==> config.mk <==
export PLATFORM = sky130hd
export DESIGN_NAME = ffsc_top
export DESIGN_NICKNAME = d
export VERILOG_FILES = /design/src/ffsc_pkg.sv /design/src/ffsc_flop_cell.sv /design/src/ffsc_avmm_handshake.sv /design/src/ffsc_top.sv
export SDC_FILE = /design/constraint.sdc
export NUM_CORES = 1
export LEC_CHECK = 0
export BUFFER_PORTS_ARGS = -buffer_cell sky130_fd_sc_hd__buf_2
export CORE_MARGIN = 2
export CORE_UTILIZATION = 40
export CTS_CLUSTER_SIZE = 25
export DETAILED_ROUTE_END_ITERATION = 6
export GPL_ROUTABILITY_DRIVEN = 0
export PLACE_DENSITY = 0.81
export SLEW_MARGIN = 20
export SYNTH_ARGS = -nofsm -noshare
export SYNTH_HDL_FRONTEND = slang
export SYNTH_HIERARCHICAL = 1
export SYNTH_SLANG_ARGS = --single-unit
export TNS_END_PERCENT = 20
==> constraint.sdc <==
create_clock -name core_clk -period 2.3 [get_ports core_clk]
set_clock_uncertainty 0.15 [all_clocks]
set_input_delay 0.23 -clock core_clk [delete_from_list [all_inputs] [get_ports core_clk]]
set_output_delay 0.23 -clock core_clk [all_outputs]
set_load 0.01 [all_outputs]
==> src/ffsc_pkg.sv <==
// Shared constants, types and helpers for the falling-edge flop family
package ffsc_pkg;

    // ************************************************************
    // Register map (byte addresses)
    // ************************************************************
    localparam int unsigned ADDR_W           = 4;
    localparam logic [3:0]  OFF_ENP_CTRL     = 4'h0;
    localparam logic [3:0]  OFF_CLR_CTRL     = 4'h4;
    localparam logic [3:0]  OFF_PRE_CTRL     = 4'h8;
    localparam logic [3:0]  OFF_STATUS       = 4'hC;

    // ************************************************************
    // Field positions and reset values
    // ************************************************************
    localparam int unsigned DATA_BIT         = 0;
    localparam int unsigned ENP_ENABLE_BIT   = 1;
    localparam int unsigned ENP_PRESET_BIT   = 2;
    localparam int unsigned CLR_CLEAR_BIT    = 1;
    localparam int unsigned PRE_PRESET_BIT   = 1;
    localparam int unsigned STAT_ENP_BIT     = 0;
    localparam int unsigned STAT_CLR_BIT     = 1;
    localparam int unsigned STAT_PRE_BIT     = 2;
    localparam logic [2:0]  ENP_CTRL_RESET   = 3'h4;
    localparam logic [1:0]  CLR_CTRL_RESET   = 2'h2;
    localparam logic [1:0]  PRE_CTRL_RESET   = 2'h2;
    localparam logic [31:0] READ_ZERO        = 32'h0000_0000;

    // ************************************************************
    // Set/clear timing modes
    // ************************************************************
    typedef enum logic [1:0] {
        TIMING_IMMEDIATE = 2'b00,
        TIMING_CLOCKED   = 2'b01,
        TIMING_ILLEGAL   = 2'b10
    } ffsc_timing_t;

    // ************************************************************
    // Signal carriers
    // ************************************************************
    typedef struct packed {
        logic preset_low;
        logic enable;
        logic data;
    } ffsc_enp_ctrl_t;

    typedef struct packed {
        logic clear_low;
        logic data;
    } ffsc_clr_ctrl_t;

    typedef struct packed {
        logic preset_low;
        logic data;
    } ffsc_pre_ctrl_t;

    typedef struct packed {
        logic pre_q;
        logic clr_q;
        logic enp_q;
    } ffsc_status_t;

    // Both spellings of the immediate mode name select the same behaviour
    function automatic ffsc_timing_t decode_timing(input string mode);
        if (mode == "unclocked" || mode == "unlocked") begin
            return TIMING_IMMEDIATE;
        end
        if (mode == "clocked") begin
            return TIMING_CLOCKED;
        end
        return TIMING_ILLEGAL;
    endfunction

endpackage

==> src/ffsc_flop_cell.sv <==
// One falling-edge storage cell with optional enable and a forcing input
`timescale 1ns/1ps
module ffsc_flop_cell #(
    parameter bit HAS_ENABLE = 1'b1,
    parameter bit FORCE_VAL  = 1'b1,
    parameter bit INIT       = 1'b1,
    parameter bit IMMEDIATE  = 1'b1
) (
    input  wire logic core_clk,
    input  wire logic rst,
    input  wire logic data,
    input  wire logic enable,
    input  wire logic force_low,
    output logic      q
);

    logic load;

    assign load = enable | ~HAS_ENABLE;

    generate
        if (IMMEDIATE && (INIT != FORCE_VAL)) begin : g_equiv
            // ****************************************************
            // Equivalent arrangement: plain flop plus output override
            // ****************************************************
            // The forcing level wins combinationally, so this output is
            // not straight from a flop; the stored bit follows it.
            logic store_ff;
            always_ff @(negedge core_clk) begin
                if (!force_low) begin
                    store_ff <= FORCE_VAL;
                end else if (rst) begin
                    store_ff <= INIT;
                end else if (load) begin
                    store_ff <= data;
                end
            end
            assign q = force_low ? store_ff : FORCE_VAL;
        end else if (IMMEDIATE) begin : g_async
            // ****************************************************
            // Native cell: asynchronous force
            // ****************************************************
            logic q_ff;
            always_ff @(negedge core_clk or negedge force_low) begin
                if (!force_low) begin
                    q_ff <= FORCE_VAL;
                end else if (rst) begin
                    q_ff <= INIT;
                end else if (load) begin
                    q_ff <= data;
                end
            end
            assign q = q_ff;
        end else begin : g_sync
            // ****************************************************
            // Clocked force: acts at the next falling edge
            // ****************************************************
            logic q_ff;
            always_ff @(negedge core_clk) begin
                if (!force_low) begin
                    q_ff <= FORCE_VAL;
                end else if (rst) begin
                    q_ff <= INIT;
                end else if (load) begin
                    q_ff <= data;
                end
                // No load and no force: hold
            end
            assign q = q_ff;
        end
    endgenerate

endmodule

==> src/ffsc_avmm_handshake.sv <==
// Avalon-MM slave handshake: one wait state, then commit
`timescale 1ns/1ps
module ffsc_avmm_handshake (
    input  wire logic core_clk,
    input  wire logic rst,
    input  wire logic read,
    input  wire logic write,
    output logic      waitrequest,
    output logic      capture,
    output logic      commit_write
);

    logic ack_ff;
    logic nxt_ack;
    logic active;

    assign active       = read | write;
    // First cycle of a request stalls; read data is captured there so
    // it stands at the edge where the master sees waitrequest low.
    assign waitrequest  = active & ~ack_ff;
    assign capture      = active & ~ack_ff;
    assign commit_write = write & ack_ff;
    assign nxt_ack      = active & ~ack_ff;

    always_ff @(posedge core_clk) begin
        if (rst) begin
            ack_ff <= 1'b0;
        end else begin
            ack_ff <= nxt_ack;
        end
    end

endmodule

==> src/ffsc_top.sv <==
// Falling-edge flop family with register access over Avalon-MM
//
// Notes on behaviour
// - The enable-and-preset flop powers up at its power-up value, one by default.
// - With immediate timing, a low preset forces the enable-and-preset output to one at once.
// - With clocked timing, a low preset sets the enable-and-preset output to one at the next falling edge.
// - With preset high and enable low, the enable-and-preset output holds.
// - With preset high and enable high, the enable-and-preset output takes data at each falling edge.
// - Immediate timing with a non-default power-up value is built from an equivalent arrangement.
// - With immediate timing, a low clear forces the clear flop output to zero at once.
// - With clear high, the clear flop loads data on each falling edge and holds between.
// - The clear flop powers up at its power-up value, zero by default.
// - With clocked timing, a low clear zeroes the clear flop at the next falling edge.
// - With immediate timing, a low preset forces the preset flop output to one at once.
// - With preset high, the preset flop loads data on each falling edge and holds between.
// - The preset flop powers up at its power-up value, one by default.
// - With clocked timing, a low preset sets the preset flop to one at the next falling edge.
// - Each power-up value is loaded by reset at a falling clock edge, unless the force input is low at that edge.
// - Clear and preset flops default to immediate timing.
//
// Decided for this implementation: the Avalon-MM interface to the registers and the register offsets.
`timescale 1ns/1ps
module ffsc_top #(
    parameter bit    ENP_INIT   = 1'b1,
    parameter string ENP_TIMING = "unlocked",
    parameter bit    CLR_INIT   = 1'b0,
    parameter string CLR_TIMING = "unclocked",
    parameter bit    PRE_INIT   = 1'b1,
    parameter string PRE_TIMING = "unclocked"
) (
    input  wire logic                        core_clk,
    input  wire logic                        rst,
    input  wire logic [ffsc_pkg::ADDR_W-1:0] avs_address,
    input  wire logic                        avs_read,
    input  wire logic                        avs_write,
    input  wire logic [31:0]                 avs_writedata,
    input  wire logic [3:0]                  avs_byteenable,
    output logic      [31:0]                 avs_readdata,
    output logic                             avs_waitrequest,
    output logic                             enp_q,
    output logic                             clr_q,
    output logic                             pre_q
);

    // ************************************************************
    // Timing mode decode and elaboration checks
    // ************************************************************
    localparam ffsc_pkg::ffsc_timing_t ENP_MODE =
        ffsc_pkg::decode_timing(ENP_TIMING);
    localparam ffsc_pkg::ffsc_timing_t CLR_MODE =
        ffsc_pkg::decode_timing(CLR_TIMING);
    localparam ffsc_pkg::ffsc_timing_t PRE_MODE =
        ffsc_pkg::decode_timing(PRE_TIMING);

    generate
        if (ENP_MODE == ffsc_pkg::TIMING_ILLEGAL ||
            CLR_MODE == ffsc_pkg::TIMING_ILLEGAL ||
            PRE_MODE == ffsc_pkg::TIMING_ILLEGAL) begin : g_bad_mode
            $error("Set/clear timing must be unclocked or clocked");
        end
    endgenerate

    // ************************************************************
    // Control registers
    // ************************************************************
    ffsc_pkg::ffsc_enp_ctrl_t enp_ctrl_ff;
    ffsc_pkg::ffsc_clr_ctrl_t clr_ctrl_ff;
    ffsc_pkg::ffsc_pre_ctrl_t pre_ctrl_ff;
    ffsc_pkg::ffsc_status_t   status;
    logic                     capture;
    logic                     commit_write;
    logic                     lane0_write;
    logic [31:0]              readdata_ff;
    logic [31:0]              nxt_readdata;

    ffsc_avmm_handshake u_handshake (
        .core_clk     (core_clk),
        .rst          (rst),
        .read         (avs_read),
        .write        (avs_write),
        .waitrequest  (avs_waitrequest),
        .capture      (capture),
        .commit_write (commit_write)
    );

    // All fields live in byte lane 0; other lanes are ignored
    assign lane0_write = commit_write & avs_byteenable[0];

    always_ff @(posedge core_clk) begin
        if (rst) begin
            enp_ctrl_ff <= ffsc_pkg::ENP_CTRL_RESET;
        end else if (lane0_write && avs_address == ffsc_pkg::OFF_ENP_CTRL) begin
            enp_ctrl_ff.data       <= avs_writedata[ffsc_pkg::DATA_BIT];
            enp_ctrl_ff.enable     <= avs_writedata[ffsc_pkg::ENP_ENABLE_BIT];
            enp_ctrl_ff.preset_low <= avs_writedata[ffsc_pkg::ENP_PRESET_BIT];
        end
    end

    always_ff @(posedge core_clk) begin
        if (rst) begin
            clr_ctrl_ff <= ffsc_pkg::CLR_CTRL_RESET;
        end else if (lane0_write && avs_address == ffsc_pkg::OFF_CLR_CTRL) begin
            clr_ctrl_ff.data      <= avs_writedata[ffsc_pkg::DATA_BIT];
            clr_ctrl_ff.clear_low <= avs_writedata[ffsc_pkg::CLR_CLEAR_BIT];
        end
    end

    always_ff @(posedge core_clk) begin
        if (rst) begin
            pre_ctrl_ff <= ffsc_pkg::PRE_CTRL_RESET;
        end else if (lane0_write && avs_address == ffsc_pkg::OFF_PRE_CTRL) begin
            pre_ctrl_ff.data       <= avs_writedata[ffsc_pkg::DATA_BIT];
            pre_ctrl_ff.preset_low <= avs_writedata[ffsc_pkg::PRE_PRESET_BIT];
        end
    end

    // ************************************************************
    // Read path
    // ************************************************************
    // Unmapped or misaligned addresses read as zero; writes there drop
    always_comb begin
        nxt_readdata = ffsc_pkg::READ_ZERO;
        unique case (avs_address)
            ffsc_pkg::OFF_ENP_CTRL: begin
                nxt_readdata[ffsc_pkg::DATA_BIT]       = enp_ctrl_ff.data;
                nxt_readdata[ffsc_pkg::ENP_ENABLE_BIT] = enp_ctrl_ff.enable;
                nxt_readdata[ffsc_pkg::ENP_PRESET_BIT] =
                    enp_ctrl_ff.preset_low;
            end
            ffsc_pkg::OFF_CLR_CTRL: begin
                nxt_readdata[ffsc_pkg::DATA_BIT]      = clr_ctrl_ff.data;
                nxt_readdata[ffsc_pkg::CLR_CLEAR_BIT] = clr_ctrl_ff.clear_low;
            end
            ffsc_pkg::OFF_PRE_CTRL: begin
                nxt_readdata[ffsc_pkg::DATA_BIT]       = pre_ctrl_ff.data;
                nxt_readdata[ffsc_pkg::PRE_PRESET_BIT] =
                    pre_ctrl_ff.preset_low;
            end
            ffsc_pkg::OFF_STATUS: begin
                nxt_readdata[ffsc_pkg::STAT_ENP_BIT] = status.enp_q;
                nxt_readdata[ffsc_pkg::STAT_CLR_BIT] = status.clr_q;
                nxt_readdata[ffsc_pkg::STAT_PRE_BIT] = status.pre_q;
            end
            default: begin
                nxt_readdata = ffsc_pkg::READ_ZERO;
            end
        endcase
    end

    always_ff @(posedge core_clk) begin
        if (rst) begin
            readdata_ff <= ffsc_pkg::READ_ZERO;
        end else if (capture && avs_read) begin
            readdata_ff <= nxt_readdata;
        end
    end

    assign avs_readdata = readdata_ff;

    // ************************************************************
    // Flop instances
    // ************************************************************
    // Cells capture on the falling edge, half a cycle after a register
    // write, so a write settles before the cell samples it.
    ffsc_flop_cell #(
        .HAS_ENABLE (1'b1),
        .FORCE_VAL  (1'b1),
        .INIT       (ENP_INIT),
        .IMMEDIATE  (ENP_MODE == ffsc_pkg::TIMING_IMMEDIATE)
    ) u_enp (
        .core_clk  (core_clk),
        .rst       (rst),
        .data      (enp_ctrl_ff.data),
        .enable    (enp_ctrl_ff.enable),
        .force_low (enp_ctrl_ff.preset_low),
        .q         (status.enp_q)
    );

    ffsc_flop_cell #(
        .HAS_ENABLE (1'b0),
        .FORCE_VAL  (1'b0),
        .INIT       (CLR_INIT),
        .IMMEDIATE  (CLR_MODE == ffsc_pkg::TIMING_IMMEDIATE)
    ) u_clr (
        .core_clk  (core_clk),
        .rst       (rst),
        .data      (clr_ctrl_ff.data),
        .enable    (1'b1),
        .force_low (clr_ctrl_ff.clear_low),
        .q         (status.clr_q)
    );

    ffsc_flop_cell #(
        .HAS_ENABLE (1'b0),
        .FORCE_VAL  (1'b1),
        .INIT       (PRE_INIT),
        .IMMEDIATE  (PRE_MODE == ffsc_pkg::TIMING_IMMEDIATE)
    ) u_pre (
        .core_clk  (core_clk),
        .rst       (rst),
        .data      (pre_ctrl_ff.data),
        .enable    (1'b1),
        .force_low (pre_ctrl_ff.preset_low),
        .q         (status.pre_q)
    );

    assign enp_q = status.enp_q;
    assign clr_q = status.clr_q;
    assign pre_q = status.pre_q;

endmodule

==> metrics.txt <==
status=finished with violations; failing checks=setup timing; Die ar.=roughly 2700 sq um; Antenna Cells=0; post-route cell area=around 950 sq um; flop2flop setup slack=-0.25 ns; IR drop worst, VDD=0.211 mV; GR Layer Usage met2=24.3%; Worst Path Required=2.36 ns; drt pass-1 iters=4; area delta synth->final=3.14%; vias after detailed routing=728; total wire length=1760 microns; fraction of layout cells with a size suffix above 1=26.2%; Top Ports=80; FF-to-FF End=avs_readdata[2]$_SDFFE_PP0P_; final setup vio count=5; H-Tree Depth=1; startpoint types=register; clock buffer depth=2; number of clock sinks=14; DRC=0; max-slew violations=0; # fillers=226; Hold EP=enp_ctrl_ff[2]$_SDFFE_PP1P_; critical path class=register to register; CTS Hold Bufs=0; initial antenna violation count=0; leakage=0.423 nW; met3 Use GR=approximately 2.3%; hold path startpoint=avs_writedata[2]; final std cells w/o fill=150; Row Count=17; Worst path depth=3; Mapped Avg Cell Area=8.82 sq um; Total GRT Usage=a little over an eighth; power density cells=541 nW/um^2; drt initial violations=25; remaining antenna violation count=0; RSZ-0062 raised after global routing=true; crit path cell chain=nand3_1 > a2111o_1 > a21oi_2; most common cell after layout, fill and taps aside=conb_1; IO Port Bufs=18; WL per Instance=around 12 microns; clk_lat worst skew=0.33 ns; Reg2Reg Depth=3; slowest cell on the critical path=dfstp_2; NumNets Final=between 150 and 200; Hold WC Path Type=primary input to register; die extent in x=51.9 microns; first-pass GRT wire length=2660 microns; worst-path fanout max=2; Critical R2R Launch=u_pre/q$_DFF_NN1_; CP max stage delay=a little over 0.5 ns; Crit. End Element=register; slew margin rel.=between 60% and 70%; Post-DP HPWL=1380 microns; placed cell areas=910 sq um; CTS clock-pin slew for the worst setup and hold paths=0.09 ns; CTS tree=built; most used routing layer=met2; Syn Inst Count=104; total CTS buffers=3; Core Box Area=2190 sq um; setup ws final=-0.246 ns; Hold Slack=0.0588 ns; most frequent cells in the layout=29 x conb_1, 18 x buf_2, 11 x dfxtp_1; Hold Path Cell Cnt=3; MaxCap Viol Count=0; Largest delay share family, worst path=compound AO/OA/AOI/OAI gates; largest net degree at the start of global routing=11; Overflow after GRT=0; cell area after synthesis=917 sq um; Initial Util=between 40% and 50%; vias in the first global route=between 600 and 700; yosys warns=6; Fin. Hold Viols=0; Placed Cells=between 100 and 150; Vias/cell=4.85; Worst Path Arrival=2.61 ns; total negative setup slack=-0.733 ns; worst-margin pin slew=0.559 ns; met1 Use GR=13.1%; Die H=51.9 microns; total power=~0.51 mW; Post-CTS Setup Bufs=0; CTS root buf=clkbuf_4; Bufs and invs on worst path=0
==> worst max path at each step <==
stage	startpoint	endpoint	slack (ns)
6_report	u_pre/q$_DFF_NN1_	avs_readdata[2]$_SDFFE_PP0P_	-0.25
5_1_grt	u_pre/q$_DFF_NN1_	avs_readdata[2]$_SDFFE_PP0P_	-0.28
4_1_cts	u_pre/q$_DFF_NN1_	avs_readdata[2]$_SDFFE_PP0P_	-0.24
3_5_place_dp	u_pre/q$_DFF_NN1_	avs_readdata[2]$_SDFFE_PP0P_	-0.19
3_3_place_gp	u_pre/q$_DFF_NN1_	avs_readdata[2]$_SDFFE_PP0P_	-0.12
2_1_floorplan	u_pre/q$_DFF_NN1_	avs_readdata[2]$_SDFFE_PP0P_	-0.13
==> power breakdown <==
group,switching [mW],internal (mW)
clock network,0.0875,0.101
logic,0.0519,0.0222
registers,0.00212,0.247
==> metrics by stage <==
stage	utilization (%)	worst slack (ns)
floorplan	-	-0.130
global placement	41.5	-0.122
detailed placement	41.5	-0.185
CTS	43.2	-0.236
global route	43.2	-0.279
finish	43.2	-0.246
==> worst reg2reg max path: stages, from the launching register on <==
cell and delay, ns:
dfstp_2 0.51, nand3_1 0.07, a2111o_1 0.39, a21oi_2 0.15
==> metal layers <==
layer	share of wire, %	vias up
li1	-	337
met1	38	333
met2	51	50
met3	8.2	8
met4	2.6	0
met5	0	-
==> state kept, by name, indices dropped and copies added, names as in the netlist <==
name / count
u_pre/q: 1
enp_ctrl_ff: 3
u_clr/q: 1
avs_readdata: 3
clr_ctrl_ff: 2
u_handshake/ack_ff: 1
u_enp/q: 1
pre_ctrl_ff: 2
==> repair_timing <==
| item | 4_1_cts | 5_1_grt |
|---|---|---|
| endpoints found under the setup margin | 5 | 5 |
| endpoints found under the hold margin | 0 | 0 |
| gates resized for setup | 1 | 0 |
| pin swaps | 1 | 0 |
| cloned | 0 | 0 |
==> layout make-up <==
type	count	area (sq um)	share of cell area, %
Timing Repair Buffer	19	97.6	10.3
Clock inverter	2	7.51	0.794
Clock buffer	4	36.3	3.84
Tap cell	28	35.0	3.70
Sequential cell	14	298	31.5
Multi-Input combinational cell	83	472	49.9
No activity file was read; power rests on OpenSTA's default activity.
